File: src/ucb_pkg.sv
// Constants, register map and carrier types of the current unbalance block
package ucb_pkg;

	// ********************************************************************
	// Register map (byte addresses)
	// ********************************************************************
	localparam int          UCB_ADDR_W    = 8;
	localparam logic [7:0]  UCB_OFS_CTRL   = 8'h00;
	localparam logic [7:0]  UCB_OFS_THRESH = 8'h04;
	localparam logic [7:0]  UCB_OFS_DELAY  = 8'h08;
	localparam logic [7:0]  UCB_OFS_RATED  = 8'h0C;
	localparam logic [7:0]  UCB_OFS_STATUS = 8'h10;
	localparam logic [7:0]  UCB_OFS_MASK   = 8'h14;
	localparam logic [7:0]  UCB_OFS_STATE  = 8'h18;
	localparam logic [7:0]  UCB_OFS_PEAK   = 8'h1C;

	// ********************************************************************
	// Fields and reset values
	// ********************************************************************
	localparam int          UCB_CTRL_OPER_BIT   = 0;
	localparam int          UCB_CTRL_STONLY_BIT = 1;
	localparam logic [1:0]  UCB_CTRL_RST   = 2'h0;
	localparam logic [6:0]  UCB_THR_MIN    = 7'h0A;
	localparam logic [6:0]  UCB_THR_MAX    = 7'h5A;
	localparam logic [6:0]  UCB_THR_RST    = 7'h32;
	localparam logic [15:0] UCB_DLY_MIN    = 16'h0064;
	localparam logic [15:0] UCB_DLY_MAX    = 16'hEA60;
	localparam logic [15:0] UCB_DLY_RST    = 16'h03E8;
	localparam logic [15:0] UCB_RATED_RST  = 16'h0400;
	localparam int          UCB_IRQ_START   = 0;
	localparam int          UCB_IRQ_TRIP    = 1;
	localparam int          UCB_IRQ_RELEASE = 2;
	localparam int          UCB_IRQ_W       = 3;
	localparam logic [2:0]  UCB_IRQ_RST    = 3'h0;
	localparam logic [1:0]  UCB_RESP_OKAY  = 2'h0;
	localparam logic [1:0]  UCB_RESP_SLVERR = 2'h2;

	// ********************************************************************
	// Ratios: range 10 % .. 150 % of rated, reset ratio 0.95 = 19 / 20
	// ********************************************************************
	localparam logic [31:0] UCB_PCT        = 32'h0000_0064;
	localparam logic [31:0] UCB_RANGE_LO   = 32'h0000_000A;
	localparam logic [31:0] UCB_RANGE_HI   = 32'h0000_0096;
	localparam logic [31:0] UCB_REL_NUM    = 32'h0000_0013;
	localparam logic [31:0] UCB_REL_DEN    = 32'h0000_0014;

	// ********************************************************************
	// Timing
	// ********************************************************************
	localparam int          UCB_CLK_PERIOD_NS = 100;
	localparam int          UCB_MS_NS         = 1000000;
	localparam int          UCB_MS_CYCLES     = UCB_MS_NS / UCB_CLK_PERIOD_NS;

	// ********************************************************************
	// Types
	// ********************************************************************
	typedef struct packed {
		logic [15:0] ia;
		logic [15:0] ib;
		logic [15:0] ic;
	} ucb_phase_t;

	typedef struct packed {
		logic [15:0] imax;
		logic [15:0] imin;
		logic        range_ok;
		logic        over_thr;
		logic        under_rel;
	} ucb_result_t;

	typedef enum logic [1:0] {
		UCB_ST_IDLE    = 2'b00,
		UCB_ST_STARTED = 2'b01,
		UCB_ST_TRIPPED = 2'b10
	} ucb_state_t;

endpackage

File: src/ucb_eval.sv
// Evaluator: max/min of phase currents, range and spread comparisons
`timescale 1ns/10ps
module ucb_eval
	import ucb_pkg::*;
(
	input  wire logic        mclk_in,
	input  wire logic        rst_n_in,
	input  wire logic        sample_valid_in,
	input  wire ucb_phase_t  phase_in,
	input  wire logic [6:0]  thr_in,
	input  wire logic [15:0] rated_in,
	output ucb_result_t      res_out,
	output logic             res_valid_out
);

	wire logic [15:0] max_ab;
	wire logic [15:0] min_ab;
	wire logic [15:0] imax;
	wire logic [15:0] imin;
	wire logic [31:0] max32;
	wire logic [31:0] diff_pct;
	wire logic [31:0] thr_max;
	wire logic [31:0] rated32;
	wire ucb_result_t res_next;

	assign max_ab   = (phase_in.ia > phase_in.ib) ? phase_in.ia : phase_in.ib;
	assign min_ab   = (phase_in.ia < phase_in.ib) ? phase_in.ia : phase_in.ib;
	assign imax     = (max_ab > phase_in.ic) ? max_ab : phase_in.ic;
	assign imin     = (min_ab < phase_in.ic) ? min_ab : phase_in.ic;
	assign max32    = {16'h0000, imax};
	assign rated32  = {16'h0000, rated_in};
	// Spread in percent of max, compared without a divider
	assign diff_pct = {16'h0000, imax - imin} * UCB_PCT;
	assign thr_max  = {25'h000_0000, thr_in} * max32;

	assign res_next.imax      = imax;
	assign res_next.imin      = imin;
	assign res_next.range_ok  = (max32 * UCB_PCT > rated32 * UCB_RANGE_LO) &&
	                            (max32 * UCB_PCT < rated32 * UCB_RANGE_HI);
	assign res_next.over_thr  = diff_pct > thr_max;
	assign res_next.under_rel = diff_pct * UCB_REL_DEN <
	                            thr_max * UCB_REL_NUM;

	always_ff @(posedge mclk_in or negedge rst_n_in) begin
		if (!rst_n_in) begin
			res_out       <= '0;
			res_valid_out <= 1'b0;
		end else begin
			res_valid_out <= sample_valid_in;
			if (sample_valid_in) begin
				res_out <= res_next;
			end
		end
	end
endmodule // ucb_eval

File: src/ucb_top.sv
// Current unbalance detector with AXI4-Lite register slave
// How it works
// - Find largest and smallest phase RMS current
// - Spread is difference as percent of largest
// - Start allowed only for 10..150 % rated
// - In range and spread over threshold: start
// - Start held for delay: trip if enabled
// - Start-only flag set suppresses trip; default zero
// - Disabled by control or block input: start and trip outputs off
// - Operation select Off/On, Off after reset
// - Threshold 10..90 percent, default 50
// - Delay 100..60000 ms, default 1000
// - Release below 0.95 of threshold
`timescale 1ns/10ps
module ucb_top
	import ucb_pkg::*;
#(
	parameter int unsigned MS_CYCLES = UCB_MS_CYCLES
)(
	input  wire logic                  mclk_in,
	input  wire logic                  rst_n_in,
	input  wire logic [UCB_ADDR_W-1:0] s_axi_awaddr_in,
	input  wire logic                  s_axi_awvalid_in,
	output logic                       s_axi_awready_out,
	input  wire logic [31:0]           s_axi_wdata_in,
	input  wire logic [3:0]            s_axi_wstrb_in,
	input  wire logic                  s_axi_wvalid_in,
	output logic                       s_axi_wready_out,
	output logic [1:0]                 s_axi_bresp_out,
	output logic                       s_axi_bvalid_out,
	input  wire logic                  s_axi_bready_in,
	input  wire logic [UCB_ADDR_W-1:0] s_axi_araddr_in,
	input  wire logic                  s_axi_arvalid_in,
	output logic                       s_axi_arready_out,
	output logic [31:0]                s_axi_rdata_out,
	output logic [1:0]                 s_axi_rresp_out,
	output logic                       s_axi_rvalid_out,
	input  wire logic                  s_axi_rready_in,
	input  wire ucb_phase_t            phase_in,
	input  wire logic                  sample_valid_in,
	input  wire logic                  block_in,
	output logic                       start_out,
	output logic                       trip_out,
	output logic                       irq_out
);

	localparam logic [15:0] PRE_LAST = 16'(MS_CYCLES - 1);

	// ********************************************************************
	// Declarations
	// ********************************************************************
	logic                  aw_hold_reg;
	logic                  w_hold_reg;
	logic [UCB_ADDR_W-1:0] awaddr_reg;
	logic [31:0]           wdata_reg;
	logic [3:0]            wstrb_reg;
	logic                  bvalid_reg;
	logic [1:0]            ctrl_reg;
	logic [6:0]            thr_reg;
	logic [15:0]           dly_reg;
	logic [15:0]           rated_reg;
	logic [UCB_IRQ_W-1:0]  status_reg;
	logic [UCB_IRQ_W-1:0]  mask_reg;
	ucb_state_t            state_reg;
	ucb_state_t            state_next;
	logic [15:0]           pre_cnt_reg;
	logic [15:0]           ms_cnt_reg;
	ucb_result_t           res;
	logic                  res_valid;

	wire logic                 aw_take;
	wire logic                 w_take;
	wire logic                 do_write;
	wire logic                 ar_take;
	wire logic                 aw_hold_next;
	wire logic                 w_hold_next;
	wire logic                 rvalid_next;
	wire logic [31:0]          wmask;
	wire logic [31:0]          wr_ctrl_val;
	wire logic [31:0]          wr_thr_val;
	wire logic [31:0]          wr_dly_val;
	wire logic [31:0]          wr_rated_val;
	wire logic [31:0]          wr_w1c_val;
	wire logic [31:0]          wr_mask_val;
	wire logic                 wr_ctrl;
	wire logic                 wr_thr;
	wire logic                 wr_dly;
	wire logic                 wr_rated;
	wire logic                 wr_status;
	wire logic                 wr_mask;
	wire logic                 wr_hit;
	wire logic                 rd_hit;
	wire logic [31:0]          rd_word;
	wire logic                 enabled;
	wire logic                 start_only;
	wire logic                 ms_tick;
	wire logic                 dly_done;
	wire logic                 release_cond;
	wire logic [UCB_IRQ_W-1:0] events;
	wire logic [UCB_IRQ_W-1:0] status_next;
	wire logic [UCB_IRQ_W-1:0] mask_next;

	// ********************************************************************
	// Evaluator
	// ********************************************************************
	ucb_eval u_eval (
		.mclk_in         (mclk_in),
		.rst_n_in        (rst_n_in),
		.sample_valid_in (sample_valid_in),
		.phase_in        (phase_in),
		.thr_in          (thr_reg),
		.rated_in        (rated_reg),
		.res_out         (res),
		.res_valid_out   (res_valid)
	);

	// ********************************************************************
	// AXI4-Lite handshakes
	// ********************************************************************
	assign aw_take      = s_axi_awvalid_in & s_axi_awready_out;
	assign w_take       = s_axi_wvalid_in & s_axi_wready_out;
	assign do_write     = aw_hold_reg & w_hold_reg & ~bvalid_reg;
	assign aw_hold_next = (aw_hold_reg & ~do_write) | aw_take;
	assign w_hold_next  = (w_hold_reg & ~do_write) | w_take;
	assign ar_take      = s_axi_arvalid_in & s_axi_arready_out;
	assign rvalid_next  = (s_axi_rvalid_out & ~s_axi_rready_in) | ar_take;

	always_ff @(posedge mclk_in or negedge rst_n_in) begin
		if (!rst_n_in) begin
			aw_hold_reg       <= 1'b0;
			w_hold_reg        <= 1'b0;
			s_axi_awready_out <= 1'b1;
			s_axi_wready_out  <= 1'b1;
			awaddr_reg        <= '0;
			wdata_reg         <= '0;
			wstrb_reg         <= '0;
		end else begin
			aw_hold_reg       <= aw_hold_next;
			w_hold_reg        <= w_hold_next;
			s_axi_awready_out <= ~aw_hold_next;
			s_axi_wready_out  <= ~w_hold_next;
			if (aw_take) begin
				awaddr_reg <= s_axi_awaddr_in;
			end
			if (w_take) begin
				wdata_reg <= s_axi_wdata_in;
				wstrb_reg <= s_axi_wstrb_in;
			end
		end
	end

	always_ff @(posedge mclk_in or negedge rst_n_in) begin
		if (!rst_n_in) begin
			bvalid_reg      <= 1'b0;
			s_axi_bresp_out <= UCB_RESP_OKAY;
		end else if (do_write) begin
			bvalid_reg      <= 1'b1;
			s_axi_bresp_out <= wr_hit ? UCB_RESP_OKAY : UCB_RESP_SLVERR;
		end else if (s_axi_bready_in) begin
			bvalid_reg <= 1'b0;
		end
	end
	assign s_axi_bvalid_out = bvalid_reg;

	always_ff @(posedge mclk_in or negedge rst_n_in) begin
		if (!rst_n_in) begin
			s_axi_rvalid_out  <= 1'b0;
			s_axi_arready_out <= 1'b1;
			s_axi_rdata_out   <= '0;
			s_axi_rresp_out   <= UCB_RESP_OKAY;
		end else begin
			s_axi_rvalid_out  <= rvalid_next;
			s_axi_arready_out <= ~rvalid_next;
			if (ar_take) begin
				s_axi_rdata_out <= rd_word;
				s_axi_rresp_out <= rd_hit ? UCB_RESP_OKAY : UCB_RESP_SLVERR;
			end
		end
	end

	// ********************************************************************
	// Write decode with byte lanes
	// ********************************************************************
	genvar gi;
	generate
		for (gi = 0; gi < 4; gi++) begin : g_lane
			assign wmask[gi*8 +: 8] = {8{wstrb_reg[gi]}};
		end
	endgenerate

	function automatic logic [31:0] merge(input logic [31:0] old,
	                                      input logic [31:0] mask,
	                                      input logic [31:0] data);
		merge = (old & ~mask) | (data & mask);
	endfunction

	assign wr_ctrl   = do_write & (awaddr_reg == UCB_OFS_CTRL);
	assign wr_thr    = do_write & (awaddr_reg == UCB_OFS_THRESH);
	assign wr_dly    = do_write & (awaddr_reg == UCB_OFS_DELAY);
	assign wr_rated  = do_write & (awaddr_reg == UCB_OFS_RATED);
	assign wr_status = do_write & (awaddr_reg == UCB_OFS_STATUS);
	assign wr_mask   = do_write & (awaddr_reg == UCB_OFS_MASK);
	assign wr_hit    = wr_ctrl | wr_thr | wr_dly | wr_rated |
	                   wr_status | wr_mask |
	                   (awaddr_reg == UCB_OFS_STATE) |
	                   (awaddr_reg == UCB_OFS_PEAK);

	assign wr_ctrl_val  = merge({30'h0000_0000, ctrl_reg}, wmask, wdata_reg);
	assign wr_thr_val   = merge({25'h000_0000, thr_reg}, wmask, wdata_reg);
	assign wr_dly_val   = merge({16'h0000, dly_reg}, wmask, wdata_reg);
	assign wr_rated_val = merge({16'h0000, rated_reg}, wmask, wdata_reg);
	assign wr_w1c_val   = wdata_reg & wmask;
	assign wr_mask_val  = merge({29'h0000_0000, mask_reg}, wmask, wdata_reg);

	// ********************************************************************
	// Settings registers, threshold and delay clamped to their ranges
	// ********************************************************************
	always_ff @(posedge mclk_in or negedge rst_n_in) begin
		if (!rst_n_in) begin
			ctrl_reg  <= UCB_CTRL_RST;
			thr_reg   <= UCB_THR_RST;
			dly_reg   <= UCB_DLY_RST;
			rated_reg <= UCB_RATED_RST;
		end else begin
			if (wr_ctrl) begin
				ctrl_reg <= wr_ctrl_val[1:0];
			end
			if (wr_thr) begin
				thr_reg <= (wr_thr_val < {25'h000_0000, UCB_THR_MIN}) ?
				           UCB_THR_MIN :
				           (wr_thr_val > {25'h000_0000, UCB_THR_MAX}) ?
				           UCB_THR_MAX : wr_thr_val[6:0];
			end
			if (wr_dly) begin
				dly_reg <= (wr_dly_val < {16'h0000, UCB_DLY_MIN}) ?
				           UCB_DLY_MIN :
				           (wr_dly_val > {16'h0000, UCB_DLY_MAX}) ?
				           UCB_DLY_MAX : wr_dly_val[15:0];
			end
			if (wr_rated) begin
				rated_reg <= wr_rated_val[15:0];
			end
		end
	end

	// ********************************************************************
	// Read mux
	// ********************************************************************
	assign rd_hit  = (s_axi_araddr_in == UCB_OFS_CTRL)   |
	                 (s_axi_araddr_in == UCB_OFS_THRESH) |
	                 (s_axi_araddr_in == UCB_OFS_DELAY)  |
	                 (s_axi_araddr_in == UCB_OFS_RATED)  |
	                 (s_axi_araddr_in == UCB_OFS_STATUS) |
	                 (s_axi_araddr_in == UCB_OFS_MASK)   |
	                 (s_axi_araddr_in == UCB_OFS_STATE)  |
	                 (s_axi_araddr_in == UCB_OFS_PEAK);
	assign rd_word =
		(s_axi_araddr_in == UCB_OFS_CTRL)   ? {30'h0000_0000, ctrl_reg} :
		(s_axi_araddr_in == UCB_OFS_THRESH) ? {25'h000_0000, thr_reg} :
		(s_axi_araddr_in == UCB_OFS_DELAY)  ? {16'h0000, dly_reg} :
		(s_axi_araddr_in == UCB_OFS_RATED)  ? {16'h0000, rated_reg} :
		(s_axi_araddr_in == UCB_OFS_STATUS) ? {29'h0000_0000, status_reg} :
		(s_axi_araddr_in == UCB_OFS_MASK)   ? {29'h0000_0000, mask_reg} :
		(s_axi_araddr_in == UCB_OFS_STATE)  ?
			{26'h000_0000, state_reg, enabled, res.range_ok,
			 trip_out, start_out} :
		(s_axi_araddr_in == UCB_OFS_PEAK)   ? {res.imax, res.imin} :
		32'h0000_0000;

	// ********************************************************************
	// Decision logic
	// ********************************************************************
	assign start_only   = ctrl_reg[UCB_CTRL_STONLY_BIT];
	assign enabled      = ctrl_reg[UCB_CTRL_OPER_BIT] & ~block_in;
	assign dly_done     = ms_cnt_reg >= dly_reg;
	assign release_cond = res_valid & (~res.range_ok | res.under_rel);

	always_comb begin
		state_next = state_reg;
		if (!enabled) begin
			state_next = UCB_ST_IDLE;
		end else begin
			unique case (state_reg)
				UCB_ST_IDLE: begin
					if (res_valid && res.range_ok && res.over_thr) begin
						state_next = UCB_ST_STARTED;
					end
				end
				UCB_ST_STARTED: begin
					if (release_cond) begin
						state_next = UCB_ST_IDLE;
					end else if (dly_done && !start_only) begin
						state_next = UCB_ST_TRIPPED;
					end
				end
				UCB_ST_TRIPPED: begin
					if (release_cond) begin
						state_next = UCB_ST_IDLE;
					end else if (start_only) begin
						state_next = UCB_ST_STARTED;
					end
				end
				default: begin
					state_next = UCB_ST_IDLE;
				end
			endcase
		end
	end

	always_ff @(posedge mclk_in or negedge rst_n_in) begin
		if (!rst_n_in) begin
			state_reg <= UCB_ST_IDLE;
			start_out <= 1'b0;
			trip_out  <= 1'b0;
		end else begin
			state_reg <= state_next;
			start_out <= state_next != UCB_ST_IDLE;
			trip_out  <= state_next == UCB_ST_TRIPPED;
		end
	end

	// Millisecond prescaler and delay counter, both held at zero when idle
	assign ms_tick = pre_cnt_reg == PRE_LAST;

	always_ff @(posedge mclk_in or negedge rst_n_in) begin
		if (!rst_n_in) begin
			pre_cnt_reg <= '0;
			ms_cnt_reg  <= '0;
		end else if (state_reg == UCB_ST_IDLE) begin
			pre_cnt_reg <= '0;
			ms_cnt_reg  <= '0;
		end else begin
			pre_cnt_reg <= ms_tick ? 16'h0000 : pre_cnt_reg + 16'h0001;
			if (ms_tick && ms_cnt_reg != 16'hFFFF) begin
				ms_cnt_reg <= ms_cnt_reg + 16'h0001;
			end
		end
	end

	// ********************************************************************
	// Interrupts: sticky status, set wins over write-one-to-clear
	// ********************************************************************
	assign events[UCB_IRQ_START]   = state_next != UCB_ST_IDLE && !start_out;
	assign events[UCB_IRQ_TRIP]    = state_next == UCB_ST_TRIPPED && !trip_out;
	assign events[UCB_IRQ_RELEASE] = state_next == UCB_ST_IDLE && start_out;
	assign status_next = (status_reg &
	                      ~(wr_status ? wr_w1c_val[UCB_IRQ_W-1:0] :
	                        UCB_IRQ_RST)) | events;
	assign mask_next   = wr_mask ? wr_mask_val[UCB_IRQ_W-1:0] : mask_reg;

	always_ff @(posedge mclk_in or negedge rst_n_in) begin
		if (!rst_n_in) begin
			status_reg <= UCB_IRQ_RST;
			mask_reg   <= UCB_IRQ_RST;
			irq_out    <= 1'b0;
		end else begin
			status_reg <= status_next;
			mask_reg   <= mask_next;
			irq_out    <= |(status_next & mask_next);
		end
	end
endmodule // ucb_top

File: config.mk
export PLATFORM = sky130hd
export DESIGN_NAME = ucb_top
export DESIGN_NICKNAME = d
export VERILOG_FILES = /design/src/ucb_pkg.sv /design/src/ucb_eval.sv /design/src/ucb_top.sv
export SDC_FILE = /design/constraint.sdc
export NUM_CORES = 1
export LEC_CHECK = 0
export BUFFER_PORTS_ARGS = -buffer_cell sky130_fd_sc_hd__buf_2
export CORE_UTILIZATION = 25
export CTS_BUF_LIST = sky130_fd_sc_hd__clkbuf_8
export CTS_CLUSTER_SIZE = 30
export DETAILED_ROUTE_END_ITERATION = 10
export GPL_TIMING_DRIVEN = 0
export SYNTH_ARGS = -nofsm -noshare
export SYNTH_HDL_FRONTEND = slang
export SYNTH_SLANG_ARGS = --single-unit
File: constraint.sdc
create_clock -name mclk_in -period 14.5 [get_ports mclk_in]
set_input_delay 0.725 -clock mclk_in [delete_from_list [all_inputs] [get_ports mclk_in]]
set_output_delay 0.725 -clock mclk_in [all_outputs]
set_load 0.05 [all_outputs]
==> out/qor.csv <==
stage,metric,value,unit
outcome,outcome,completed,
critical_path,worst-path-max-fanout,12,
synth,avgSynthCellArea,8.79,sq um
synth,yosys_register_bits,205,
finish,largest_register_ffs,35,
sta,slew_headroom,11.9,%
sta,max_slew.worst_pin.slew,1.31,ns
synth,synth_common_cells,"ha_1 (464), inv_1 (423), nand2_1 (241)",
drt,wire_per_inst,15.9,microns
drt,detail-route-antenna-nets,0,
placed_design,portBuffers,148,
floorplan,die_w,324,microns
synth,synth_ff_type,dfrtp_1,
global_routing,gr-usage-all-layers,13.7,%
synth,syn_inst,2954,
global_routing,grt_max_degree,107,
run,drv_cap,0,
floorplan,die_area,105000,sq um
clock_network,cts_made_buffers,39,
critical_path,cpPeakStageDelay,0.77,ns
synth,synthArstFlopShare,100,%
floorplan,start_util,25.4,%
synth,synth-warning-count,0,
synth,yosysMostFrequentCell,ha_1,
sta,max_freq,73.0,MHz
synth,netlist_area,26000,sq um
finish,seq_area,5150,sq um
global_routing,antenna_found_initial,6,
critical_path,required,14.93,ns
sta,final_hold_viol_count,0,
clock_network,clk-insertion-delay-late,0.57,ns
sta,finalCritPeriodShare,94.5,%
critical_path,crit_type,in2reg,
critical_path,worstPathArrival,14.13,ns
synth,yosys-top-cells-area,"ha_1 (22%), dfrtp_1 (19%), fa_1 (10%), inv_1 (6.1%), nand2_1 (3.5%)",
global_routing,overflow,0,
floorplan,die_y,324,microns
clock_network,h-tree-depth,2,
finish,multi_input_area,19100,sq um
finish,layout.nets,3861,
finish,stdcell_count,4552,
sta,slew_viol_final,0,
drt,wirelength,72300,microns
min_path,hold_class,in2async,
sta,skew,0.0202,ns
drt,vias,21627,
global_routing,grt_pass1_vias,20846,
synth,synth_edf_count,0,
placed_design,dpl_cell_area,28500,sq um
placed_design,routabilityCongestion,0.871,
synth,synth.distinct_cells,100,
floorplan,coreArea,102000,sq um
synth,synth_top_area_cell,ha_1,
drt,dr.first_iter.drc_count,1367,
drt,via_per_inst,4.75,
clock_network,cts_tree,built,
sta,rsz0062_at_grt,no,
placed_design,dp_hpwl,60100,microns
drt,drc,0,
clock_network,root_buffer,clkbuf_8,
finish,final_cell_area,29600,sq um
clock_network,clock-sinks,205,
synth,synth_top_area_share,22.4,%
critical_path,cp-end-kind,flip-flop,
finish,drive_gt1_share,12.0,%
clock_network,cts.clk_slew.worst_paths,0.07,ns
floorplan,ios,153,
sta,setup-violations-final,0,
global_routing,grt_pass1_wl,115000,microns
clock_network,cts.path.max_buffers,3,
finish,n_fill_cell,10811,
drt,dr.pass1.iters,6,
critical_path,slowest_stage,o21ai_2,
placed_design,dp.cells,4475,
sta,min_period,13.70,ns
finish,area_growth,13.8,%
synth,seq_area_frac_synth,19.8,%
floorplan,num_rows,117,
critical_path,critPathLaunchType,input pin,
worst max-delay path, delay by kind of cell:
family          cells  cell delay (ns)
compound gates     21             5.73
fa+ha+maj          11             4.38
xor+xnor            2             0.63
simple gates        8             1.40
buf+inv            10             1.23
logic make-up (layout without fill, tap and decap cells):
kind of cell,after synthesis,in the layout,synth area share [%]
simple gates,772,772,14.9
compound gates,645,645,16.2
fa+ha+maj,604,604,33.0
buf+inv,490,717,7.15
flops,205,205,19.8
xor+xnor,146,146,4.95
mux,91,91,3.93
other cells,1,4,0.0144
cell type report:
| class | instances | share of cell area, % |
|---|---|---|
| antenna | 2 | 0.0169 |
| buffer | 66 | 0.893 |
| clock buffer | 47 | 2.19 |
| clock inverter | 24 | 0.991 |
| inverter | 424 | 5.38 |
| multi-input combinational | 2260 | 64.5 |
| sequential | 205 | 17.4 |
| tap | 1368 | 5.79 |
| timing repair buffer | 156 | 2.84 |
final timing paths:
path | start | to | slack [ns] | depth (start not counted)
max in group asynchronous | rst_n_in | u_eval.res_out[26] | 13.28 | 2
hold reg to reg | pre_cnt_reg[0] | pre_cnt_reg[0] | 0.47 | 1
setup / recovery | phase_in[22] | u_eval.res_out[0] | 0.80 | 52
setup reg to reg | thr_reg[5] | u_eval.res_out[0] | 4.43 | 37
min in group mclk_in | sample_valid_in | u_eval.res_valid_out | 0.31 | 1
hold / removal | rst_n_in | wdata_reg[18] | 0.18 | 1
cell usage in the layout, fill, tap and decap left out, drive strengths merged, types with 37 or more instances in the layout:
| cell | n |
|---|---|
| nor2 | 163 |
| xnor2 | 95 |
| ha | 464 |
| o21ai | 198 |
| and2 | 79 |
| inv | 435 |
| nand2 | 241 |
| nor2b | 37 |
| nand3 | 39 |
| xor2 | 51 |
| a21o | 76 |
| dfrtp | 192 |
| a21oi | 155 |
| nand4 | 37 |
| buf | 168 |
| nor3 | 41 |
| clkbuf | 101 |
| fa | 136 |
| mux2 | 78 |
layer usage:
metal / global-route usage (%) / vias up / routed length, microns
met5: 0 / - / 13
li1: - / 10643 / -
met4: 3.45 / 2 / 1780
met2: 21.3 / 551 / 31400
met1: 19.4 / 10329 / 34600
met3: 2.52 / 102 / 4520
stage by stage:
stage	setup slack [ns]	util [%]	hold WS [ns]	setup TNS, ns
after floorplan	2.44	-	0.425	0
after global placement	-0.802	27.8	0.450	-0.802
after detailed placement	-0.244	27.9	0.456	-0.244
after CTS	0.336	28.8	0.199	0
after global routing	0.0368	28.9	0.246	0
final	0.804	28.9	0.183	0
repair_timing:
item                                    4_1_cts  5_1_grt
gates resized for setup                       0       11
buffers inserted                              0        2
hold buffers                                  0        0
endpoints found under the setup margin        0        1
Power is not shown: default switching activity piles up to over one toggle a cycle in this logic, so the estimate is an artifact.
